**src/logic/led_sink_pkg.sv**
```systemverilog
// Shared constants and types for the latched serial LED sink driver
package led_sink_pkg;
    // Default channel count, either 8 or 16
    localparam int CHANNELS_DEF = 16;
    // Number of clock steps in each mode-change sequence
    localparam int SEQ_STEPS = 5;
    // Step index width for the mode-change sequencer
    localparam int STEP_W = 3;
    // Expected blank level per entry step, bit i is step i
    localparam logic [4:0] ENTRY_BLANK_LVL = 5'h1d;
    // Expected latch_load level per entry step
    localparam logic [4:0] ENTRY_LOAD_LVL = 5'h08;
    // Expected blank level per exit step
    localparam logic [4:0] EXIT_BLANK_LVL = 5'h15;
    // Expected latch_load level per exit step
    localparam logic [4:0] EXIT_LOAD_LVL = 5'h00;
    // Least clock pulses during one detection period
    localparam logic [1:0] MIN_DETECT_PULSES = 2'h3;
    // Reset value of every shift stage and latch
    localparam logic SHIFT_RESET = 1'b0;
    // Error bit value for a disabled or failing channel
    localparam logic ERR_BIT_FAIL = 1'b0;
    // Operating modes
    typedef enum logic {MODE_NORMAL, MODE_TEST} mode_t;
endpackage

```
**src/logic/led_mode_sequencer.sv**
```systemverilog
// Mode-change sequencer between normal and open_lamp_test modes
`timescale 1ns/1ns
module led_mode_sequencer #(
    parameter logic [4:0] ENTRY_BLANK = led_sink_pkg::ENTRY_BLANK_LVL,
    parameter logic [4:0] ENTRY_LOAD = led_sink_pkg::ENTRY_LOAD_LVL,
    parameter logic [4:0] EXIT_BLANK = led_sink_pkg::EXIT_BLANK_LVL,
    parameter logic [4:0] EXIT_LOAD = led_sink_pkg::EXIT_LOAD_LVL
) (
    input wire logic i_clk, // Core clock
    input wire logic i_nrst, // Async reset, active low
    input wire logic i_ce, // Clock enable
    input wire logic i_clear, // Lockout clear, back to normal
    input wire logic i_step, // Serial clock rising edge
    input wire logic i_blank, // Output blank pin level
    input wire logic i_load, // Latch load pin level
    output logic o_test_mode, // High in open_lamp_test mode
    output logic o_busy, // Sequence in progress or step taken
    output logic o_mode_flip // Pulse when the mode toggles
);
    // Current mode and step index
    led_sink_pkg::mode_t mode_q;
    logic [led_sink_pkg::STEP_W-1:0] step_q;
    // Table for the mode we would leave
    logic [4:0] tbl_blank;
    logic [4:0] tbl_load;
    logic hit_now; // Pins match current step
    logic hit_first; // Pins match step zero

    // Select the table that leads out of the present mode
    always_comb begin
        case (mode_q)
            led_sink_pkg::MODE_NORMAL: begin
                tbl_blank = ENTRY_BLANK;
                tbl_load = ENTRY_LOAD;
            end
            default: begin
                tbl_blank = EXIT_BLANK;
                tbl_load = EXIT_LOAD;
            end
        endcase
    end

    // Compare sampled pins with the expected step levels
    assign hit_now = (i_blank == tbl_blank[step_q])
        && (i_load == tbl_load[step_q]);
    assign hit_first = (i_blank == tbl_blank[0]) && (i_load == tbl_load[0]);
    assign o_busy = (step_q != '0) || (i_step && hit_now);
    assign o_mode_flip = i_ce && !i_clear && i_step && hit_now
        && (step_q == led_sink_pkg::STEP_W'(led_sink_pkg::SEQ_STEPS - 1));
    assign o_test_mode = (mode_q == led_sink_pkg::MODE_TEST);

    // Step counter advances on each matching serial clock edge
    always_ff @(posedge i_clk or negedge i_nrst) begin
        if (!i_nrst) begin
            step_q <= '0;
        end else if (i_ce) begin
            if (i_clear) begin
                step_q <= '0;
            end else if (i_step) begin
                if (o_mode_flip) begin
                    step_q <= '0;
                end else if (hit_now) begin
                    step_q <= step_q + 1'b1;
                end else if (hit_first) begin
                    step_q <= led_sink_pkg::STEP_W'(1);
                end else begin
                    step_q <= '0;
                end
            end
        end
    end

    // Mode flips after the fifth matching step
    always_ff @(posedge i_clk or negedge i_nrst) begin
        if (!i_nrst) begin
            mode_q <= led_sink_pkg::MODE_NORMAL;
        end else if (i_ce) begin
            if (i_clear) begin
                mode_q <= led_sink_pkg::MODE_NORMAL;
            end else if (o_mode_flip) begin
                mode_q <= (mode_q == led_sink_pkg::MODE_NORMAL)
                    ? led_sink_pkg::MODE_TEST : led_sink_pkg::MODE_NORMAL;
            end
        end
    end
endmodule

```
**src/logic/led_open_capture.sv**
```systemverilog
// Open-lamp detection capture of per-channel error bits
`timescale 1ns/1ns
module led_open_capture #(
    parameter int CHANNELS = led_sink_pkg::CHANNELS_DEF
) (
    input wire logic i_clk, // Core clock
    input wire logic i_nrst, // Async reset, active low
    input wire logic i_ce, // Clock enable
    input wire logic i_clear, // Lockout clear
    input wire logic i_test_mode, // Open_lamp_test mode active
    input wire logic i_step, // Serial clock rising edge
    input wire logic i_blank, // Output blank pin level
    input wire logic [CHANNELS-1:0] i_enabled, // Latched channel enables
    input wire logic [CHANNELS-1:0] i_drop_ok, // Drop meets threshold
    output logic o_load, // Pulse: load error bits into shift
    output logic [CHANNELS-1:0] o_err // Captured error bits
);
    logic [1:0] pulses_q; // Saturating pulse count while low
    logic blank_q; // Blank level one cycle ago

    // Load on blank rising after a long enough detection period
    assign o_load = i_ce && !i_clear && i_test_mode && i_blank && !blank_q
        && (pulses_q >= led_sink_pkg::MIN_DETECT_PULSES);

    // Track blank and count clock pulses while it is low
    always_ff @(posedge i_clk or negedge i_nrst) begin
        if (!i_nrst) begin
            blank_q <= 1'b1;
            pulses_q <= '0;
        end else if (i_ce) begin
            blank_q <= i_blank;
            if (i_blank || i_clear || !i_test_mode) begin
                pulses_q <= '0; // Period ends, start over
            end else if (i_step && pulses_q != 2'h3) begin
                pulses_q <= pulses_q + 1'b1;
            end
        end
    end

    // Sample comparators on each serial clock edge in test mode while blank is low
    always_ff @(posedge i_clk or negedge i_nrst) begin
        if (!i_nrst) begin
            o_err <= {CHANNELS{led_sink_pkg::ERR_BIT_FAIL}};
        end else if (i_ce && i_test_mode && !i_blank && i_step) begin
            o_err <= i_enabled & i_drop_ok;
        end
    end
endmodule

```
**src/logic/led_sink_driver.sv**
```systemverilog
// Top of the serial latched LED sink driver with open-lamp test
`timescale 1ns/1ns

// Operation
// - Rising serial clock shifts input toward output
// - Latch load high makes latches follow shift
// - Output blank high turns every sink off
// - Blank never alters latches; latches drive sinks
// - Five pulse sequences enter and leave test
// - Sequence steps sampled on serial clock edge
// - Entry sequence shifts but does not latch
// - Test mode compares drops while blank low
// - Error bit one only when enabled and good
// - Blank rising loads error bits into shift
// - Detection sequence may repeat any number times
// - Test mode still accepts shifted latched data
// - Eight or sixteen channels, last stage cascades
// - Lockout recovery clears stages, normal mode
// - Supply low lockout forces all sinks off
// - Overheat forces off; test mode clears shift
module led_sink_driver #(
    parameter int CHANNELS = led_sink_pkg::CHANNELS_DEF,
    parameter logic [4:0] ENTRY_BLANK = led_sink_pkg::ENTRY_BLANK_LVL,
    parameter logic [4:0] ENTRY_LOAD = led_sink_pkg::ENTRY_LOAD_LVL,
    parameter logic [4:0] EXIT_BLANK = led_sink_pkg::EXIT_BLANK_LVL,
    parameter logic [4:0] EXIT_LOAD = led_sink_pkg::EXIT_LOAD_LVL
) (
    input wire logic I_CORE_CLK, // Core clock, 100 MHz
    input wire logic I_NRST, // Async reset, active low
    input wire logic I_CE, // Clock enable, freezes state when low
    input wire logic I_SCLK, // Serial clock pin level
    input wire logic I_SDI, // Serial data in
    input wire logic I_LATCH_LOAD, // Latch load, latches follow if high
    input wire logic I_OUTPUT_BLANK, // Output blank, sinks off if high
    input wire logic I_SUPPLY_LOW_LOCKOUT, // Supply low indication
    input wire logic I_OVERHEAT_SHUTOFF, // Overheat indication
    input wire logic [CHANNELS-1:0] I_DROP_OK, // Per channel drop >= thr
    output logic O_SDO, // Serial data out, cascade
    output logic [CHANNELS-1:0] O_SINK_ON, // Sink output on
    output logic O_TEST_MODE // High in open_lamp_test mode
);
    // Refuse channel counts the part does not offer
    generate
        if (CHANNELS != 8 && CHANNELS != 16) begin : g_bad_channels
            $error("CHANNELS must be 8 or 16");
        end
    endgenerate

    // Serial clock level one cycle ago
    logic sclk_q;
    // One cycle pulse on serial clock rising edge
    logic sclk_rise;
    // Shift register stages, bit 0 is first stage
    logic [CHANNELS-1:0] shift_q;
    // Next value of the shift register
    logic [CHANNELS-1:0] shift_d;
    // Output latches
    logic [CHANNELS-1:0] latch_q;
    // Test mode flag from the sequencer
    logic test_mode;
    // Sequence in progress, blocks latch loading
    logic seq_busy;
    // Mode toggles this cycle
    logic mode_flip;
    // Error bits ready to load
    logic err_load;
    // Captured error bits
    logic [CHANNELS-1:0] err_bits;
    // Latches may copy the shift stages
    logic latch_open;
    // Common force-off term
    logic force_off;
    // Sink enable before the output flops
    logic [CHANNELS-1:0] sink_d;

    // Serial clock edge detection, inputs are synchronous
    always_ff @(posedge I_CORE_CLK or negedge I_NRST) begin
        if (!I_NRST) begin
            sclk_q <= 1'b0;
        end else if (I_CE) begin
            sclk_q <= I_SCLK;
        end
    end

    // Rising edge of the serial clock
    assign sclk_rise = I_SCLK && !sclk_q;

    // Mode-change sequencer
    led_mode_sequencer #(
        .ENTRY_BLANK(ENTRY_BLANK),
        .ENTRY_LOAD(ENTRY_LOAD),
        .EXIT_BLANK(EXIT_BLANK),
        .EXIT_LOAD(EXIT_LOAD)
    ) u_seq (
        .i_clk(I_CORE_CLK),
        .i_nrst(I_NRST),
        .i_ce(I_CE),
        .i_clear(I_SUPPLY_LOW_LOCKOUT),
        .i_step(sclk_rise),
        .i_blank(I_OUTPUT_BLANK),
        .i_load(I_LATCH_LOAD),
        .o_test_mode(test_mode),
        .o_busy(seq_busy),
        .o_mode_flip(mode_flip)
    );

    // Open-lamp detection capture
    led_open_capture #(
        .CHANNELS(CHANNELS)
    ) u_cap (
        .i_clk(I_CORE_CLK),
        .i_nrst(I_NRST),
        .i_ce(I_CE),
        .i_clear(I_SUPPLY_LOW_LOCKOUT),
        .i_test_mode(test_mode),
        .i_step(sclk_rise),
        .i_blank(I_OUTPUT_BLANK),
        .i_enabled(latch_q),
        .i_drop_ok(I_DROP_OK),
        .o_load(err_load),
        .o_err(err_bits)
    );

    // Shift register next value, in priority order
    always_comb begin
        shift_d = shift_q;
        if (I_SUPPLY_LOW_LOCKOUT) begin
            // Lockout holds every stage clear until recovery
            shift_d = {CHANNELS{led_sink_pkg::SHIFT_RESET}};
        end else if (test_mode && I_OVERHEAT_SHUTOFF) begin
            // Overheat in test mode reports failure everywhere
            shift_d = {CHANNELS{led_sink_pkg::ERR_BIT_FAIL}};
        end else if (err_load) begin
            // Detection result replaces the shift contents
            shift_d = err_bits;
        end else if (sclk_rise) begin
            // Shift keeps running even during sequences
            shift_d = {shift_q[CHANNELS-2:0], I_SDI};
        end
    end

    // Shift register state
    always_ff @(posedge I_CORE_CLK or negedge I_NRST) begin
        if (!I_NRST) begin
            shift_q <= {CHANNELS{led_sink_pkg::SHIFT_RESET}};
        end else if (I_CE) begin
            shift_q <= shift_d;
        end
    end

    // Last stage drives the cascade output
    assign O_SDO = shift_q[CHANNELS-1];

    // Latches open while latch_load high and no sequence running
    assign latch_open = I_LATCH_LOAD && !seq_busy && !mode_flip;

    // Force every sink off on lockout or overheat
    assign force_off = I_SUPPLY_LOW_LOCKOUT || I_OVERHEAT_SHUTOFF;

    // Per channel latch and sink gating
    genvar ch;
    generate
        for (ch = 0; ch < CHANNELS; ch++) begin : g_chan
            // Transparent latch, modelled as a follower flop
            always_ff @(posedge I_CORE_CLK or negedge I_NRST) begin
                if (!I_NRST) begin
                    latch_q[ch] <= led_sink_pkg::SHIFT_RESET;
                end else if (I_CE) begin
                    if (I_SUPPLY_LOW_LOCKOUT) begin
                        latch_q[ch] <= led_sink_pkg::SHIFT_RESET;
                    end else if (latch_open) begin
                        // Follows shifted data, also in test mode
                        latch_q[ch] <= shift_d[ch];
                    end
                end
            end

            // Blank and overheat gating never touch the latch; lockout clears it
            assign sink_d[ch] = latch_q[ch] && !I_OUTPUT_BLANK
                && !force_off;

            // Registered sink drive
            always_ff @(posedge I_CORE_CLK or negedge I_NRST) begin
                if (!I_NRST) begin
                    O_SINK_ON[ch] <= 1'b0;
                end else if (I_CE) begin
                    O_SINK_ON[ch] <= sink_d[ch];
                end
            end
        end
    endgenerate

    // Registered copy of the mode flag
    always_ff @(posedge I_CORE_CLK or negedge I_NRST) begin
        if (!I_NRST) begin
            O_TEST_MODE <= 1'b0;
        end else if (I_CE) begin
            O_TEST_MODE <= test_mode;
        end
    end
endmodule

```
**config.mk**
```make
export PLATFORM = sky130hd
export DESIGN_NAME = led_sink_driver
export DESIGN_NICKNAME = d
export VERILOG_FILES = /design/src/logic/led_sink_pkg.sv /design/src/logic/led_mode_sequencer.sv /design/src/logic/led_open_capture.sv /design/src/logic/led_sink_driver.sv
export SDC_FILE = /design/constraint.sdc
export NUM_CORES = 1
export LEC_CHECK = 0
export BUFFER_PORTS_ARGS = -buffer_cell sky130_fd_sc_hd__buf_4
export CORE_UTILIZATION = 50
export CTS_BUF_LIST = sky130_fd_sc_hd__clkbuf_2
export DETAILED_ROUTE_END_ITERATION = 8
export PLACE_DENSITY = 0.7
export SLEW_MARGIN = 20
export SYNTH_ARGS = -nofsm -noshare
export SYNTH_HDL_FRONTEND = slang
export SYNTH_SLANG_ARGS = --single-unit
```
**constraint.sdc**
```tcl
create_clock -name I_CORE_CLK -period 2.2 [get_ports I_CORE_CLK]
set_input_delay 0.44 -clock I_CORE_CLK [delete_from_list [all_inputs] [get_ports I_CORE_CLK]]
set_output_delay 0.44 -clock I_CORE_CLK [all_outputs]
set_load 0.005 [all_outputs]
```
==> results.ini <==
[floorplanning]
core-area_um2 = 6490
io_pins = 43
fp-row-count = 29
die-area_um2 = 7250
initial_core_util_pct = 53.2
fp.dieH_um = 85.2
die_w_um = 85.2

[global_routing]
grt_first_pass_wirelength_um = 12500
grt_start_max_net_pins = 49
grtUsageMet2_pct = 36.6
met1_usage_pct = 29.0
grt_overflow = 0
antenna_found_initial = 0
grt_pass1_vias = 2655
grtUsageMet3_pct = 4.86
busiest_layer = met2
grtUsageTotal_pct = 22.4

[timing]
final_max_slew_viol_count = 0
max_freq_mhz = 494
fin_skew_ns = 0.0224
fin_tns_setup_ns = 0
finalHoldViolCount = 0
relSlewSlack_pct = 55.0
period_needed_ns = 2.02
rsz0062_at_grt = false
finalSetupViolations = 0
fin_crit_sh_pct = 92.0
worst_pin_slew_ns = 0.672

[pwr]
p_int_w = 0.00171
finalPower_w = 0.00235
p_comb_share_pct = 9.4
swShare_pct = 27.2
power.leakage_nw = 1.86
p_clk_share_pct = 32.1
seqPwrFrac_pct = 58.4
powerDensity_nw_per_um2 = 592
p_switching_w = 0.000640
max-vdd-ir-drop_v = 0.000299

[worst_setup_path]
crit_type = flop to flop
cpLargestDelayFamily = compound AO/OA/AOI/OAI gates
crit_path_top_delay_cell = o21ai_4
cp_max_fo = 16
critPathLaunchType = flop
crit_path_end_kind = flop
cp_num_buf_inv = 2
cpMostUsedCell = inv_1
cpPeakStageDelay_ns = 0.54
crit_required_ns = 2.63
worstPathCellList = inv_1, ha_1, inv_1, nor4_2, o21ai_4, mux2_2
worst_ep_arrival_time_ns = 2.45

[clock_network]
cts_setup_buffers = 0
cts_root_buf = clkbuf_2
postCtsResizedCells = 0
hold_buffers = 1
clockBufferDepth = 2
path_clk_slew_ns = 0.22
htree_levels = 3
cts_tree = done
clock_latency_ns = 0.53
numCtsBuffers = 9
cts_sinks = 73

[layout]
n_fill_cell = 533
final_area_um2 = 3980
post-route-util_pct = 61.2
final_nets = 413
drive_gt1_share_pct = 27.7
syn2layout_area_growth_pct = 14.9
diodes = 0

[logic_synthesis]
ys_ff_latch = 73
yosysWarnings = 0
syn_inst = 343
syn_avg_cell_area_um2 = 10.1
synth_area_um2 = 3460
synth_nets = 371
synth_cell_type_count = 39
yosysSeqAreaShare_pct = 52.9

[min_path]
hold_path_class = input port to flop

[placement]
place_area_um2 = 3850
hpwl_um = 4530
port_buffers = 42
gp_congestion = 0.851

[route]
wl_per_cell_um = 15.3
post-route-drc-count = 0
via_per_inst = 5.60
detail-route-antenna-nets = 0
wirelength_um = 7140
via_count = 2615
drt-initial-drc-count = 153
firstDrtPassIters = 4

[run_status]
status = complete, no violations

[flow_run]
drv_cap = 0

synth_stat cells:
master	instances	area share, %
a21o_1	1	0.22
a21oi_1	4	0.58
a22o_1	2	0.51
a311oi_1	16	4.1
a31oi_1	3	0.54
a32o_1	1	0.29
and2_1	1	0.18
and3_1	1	0.18
and4b_1	1	0.29
buf_2	9	1.3
buf_4	1	0.22
buf_6	1	0.33
clkbuf_1	10	1.1
dfrtp_1	72	52
dfstp_2	1	0.76
ha_1	3	1.1
inv_1	22	2.4
mux2_2	26	8.5
mux2_4	10	4.3
mux2i_1	1	0.29
nand2_1	83	9.0
nand2b_1	2	0.36
nand3_1	1	0.14
nand4_1	2	0.36
nand4b_1	1	0.25
nor2_1	19	2.1
nor2b_1	4	0.72
nor3_1	1	0.14
nor3_2	1	0.29
nor3b_1	1	0.22
nor3b_2	1	0.36
nor4_1	1	0.18
nor4_2	1	0.36
o21ai_0	34	4.9
o21ai_4	1	0.47
o22ai_1	1	0.18
o32ai_1	1	0.25
o41ai_1	1	0.25
xnor2_1	1	0.25
logic make-up (layout without fill, tap and decap cells):
logic type               count (synthesis)  count (layout)  synth area share, %
buffers and inverters                   43              90                 5.32
AO/OA/AOI/OAI                           65              65                 12.3
multiplexers                            37              37                 13.1
flip-flops                              73              73                 52.9
AND/OR/NAND/NOR                        121             121                 15.1
adder cells (fa/ha/maj)                  3               3                 1.09
XOR/XNOR                                 1               1                0.253
final cells by class:
type	instances	area, um2	share of cell area, %
inverters	22	82.6	2.08
repair buffers	52	405	10.2
flip-flops and latches	73	1830	46.0
clock inverters	7	71.3	1.79
clock buffers	9	45.0	1.13
well taps	77	96.3	2.42
multi-input cells	227	1450	36.4
power by group through the flow:
| stage | Clock (W) | Combinational (W) | Sequential [W] |
|---|---|---|---|
| after floorplan | 0 | 0.000113 | 0.00140 |
| after global placement | 0 | 0.000222 | 0.00140 |
| after detailed placement | 0 | 0.000224 | 0.00140 |
| after CTS | 0.000774 | 0.000226 | 0.00137 |
| after global routing | 0.000819 | 0.000246 | 0.00138 |
| final | 0.000756 | 0.000222 | 0.00137 |
layout by cell type, fill, tap and decap left out, drive strengths merged, types with 2 or more instances in the layout:
| cell type | netlist | layout |
|---|---|---|
| a311oi | 16 | 16 |
| ha | 3 | 3 |
| clkinv | 0 | 3 |
| nand4 | 2 | 2 |
| clkbuf | 10 | 9 |
| nand2 | 83 | 83 |
| nor4 | 2 | 2 |
| inv | 22 | 22 |
| nor2 | 19 | 19 |
| nand2b | 2 | 2 |
| a31oi | 3 | 3 |
| buf | 11 | 51 |
| clkinvlp | 0 | 3 |
| nor2b | 4 | 4 |
| mux2 | 36 | 36 |
| a21oi | 4 | 4 |
| o21ai | 35 | 35 |
| nor3 | 2 | 2 |
| a22o | 2 | 2 |
| dfrtp | 72 | 72 |
| nor3b | 2 | 2 |
sequential cells by signal, indices dropped and copies added (netlist names):
register	cells
u_seq.o_test_mode	1
O_TEST_MODE	1
u_cap.o_err	16
latch_q	16
u_seq.step_q	3
sclk_q	1
O_SINK_ON	16
u_cap.pulses_q	2
shift_q	16
u_cap.blank_q	1
metrics by stage:
step	hold slack, ns	setup slack (ns)	cells
2_1_floorplan	0.144	0.453	343
3_3_place_gp	0.384	0.213	450
3_5_place_dp	0.380	0.188	450
4_1_cts	0.100	0.161	467
5_1_grt	0.0895	0.0225	467
6_report	0.118	0.176	467
worst reg2reg max path: stages (launching register included):
cell and delay, ns:
dfrtp_1 0.48, inv_1 0.09, ha_1 0.25, inv_1 0.10, nor4_2 0.06, o21ai_4 0.54
mux2_2 0.42
metal layers:
metal  vias to the layer above  part of all wire [%]
met5                         -                     0
met4                         0                   1.7
met3                        10                   4.2
met2                        60                    49
met1                      1284                    45
li1                       1261                     -
worst paths after layout:
kind                                             startpoint                         end  slack (ns)  cells past startpoint
worst min register to register   u_cap.o_err[4]$_DFFE_PN0P_  u_cap.o_err[4]$_DFFE_PN0P_        0.51                      2
max in group asynchronous                            I_NRST     O_TEST_MODE$_DFFE_PN0P_        1.28                      3
worst max register to register  u_seq.step_q[0]$_DFFE_PN0P_     latch_q[10]$_DFFE_PN0P_        0.18                      6
worst max-delay path            u_seq.step_q[0]$_DFFE_PN0P_     latch_q[10]$_DFFE_PN0P_        0.18                      6
worst min-delay path                           I_DROP_OK[1]  u_cap.o_err[1]$_DFFE_PN0P_        0.12                      3
min in group asynchronous                            I_NRST     latch_q[11]$_DFFE_PN0P_        0.34                      2
Note: power is estimated with default switching activity, not from simulation.
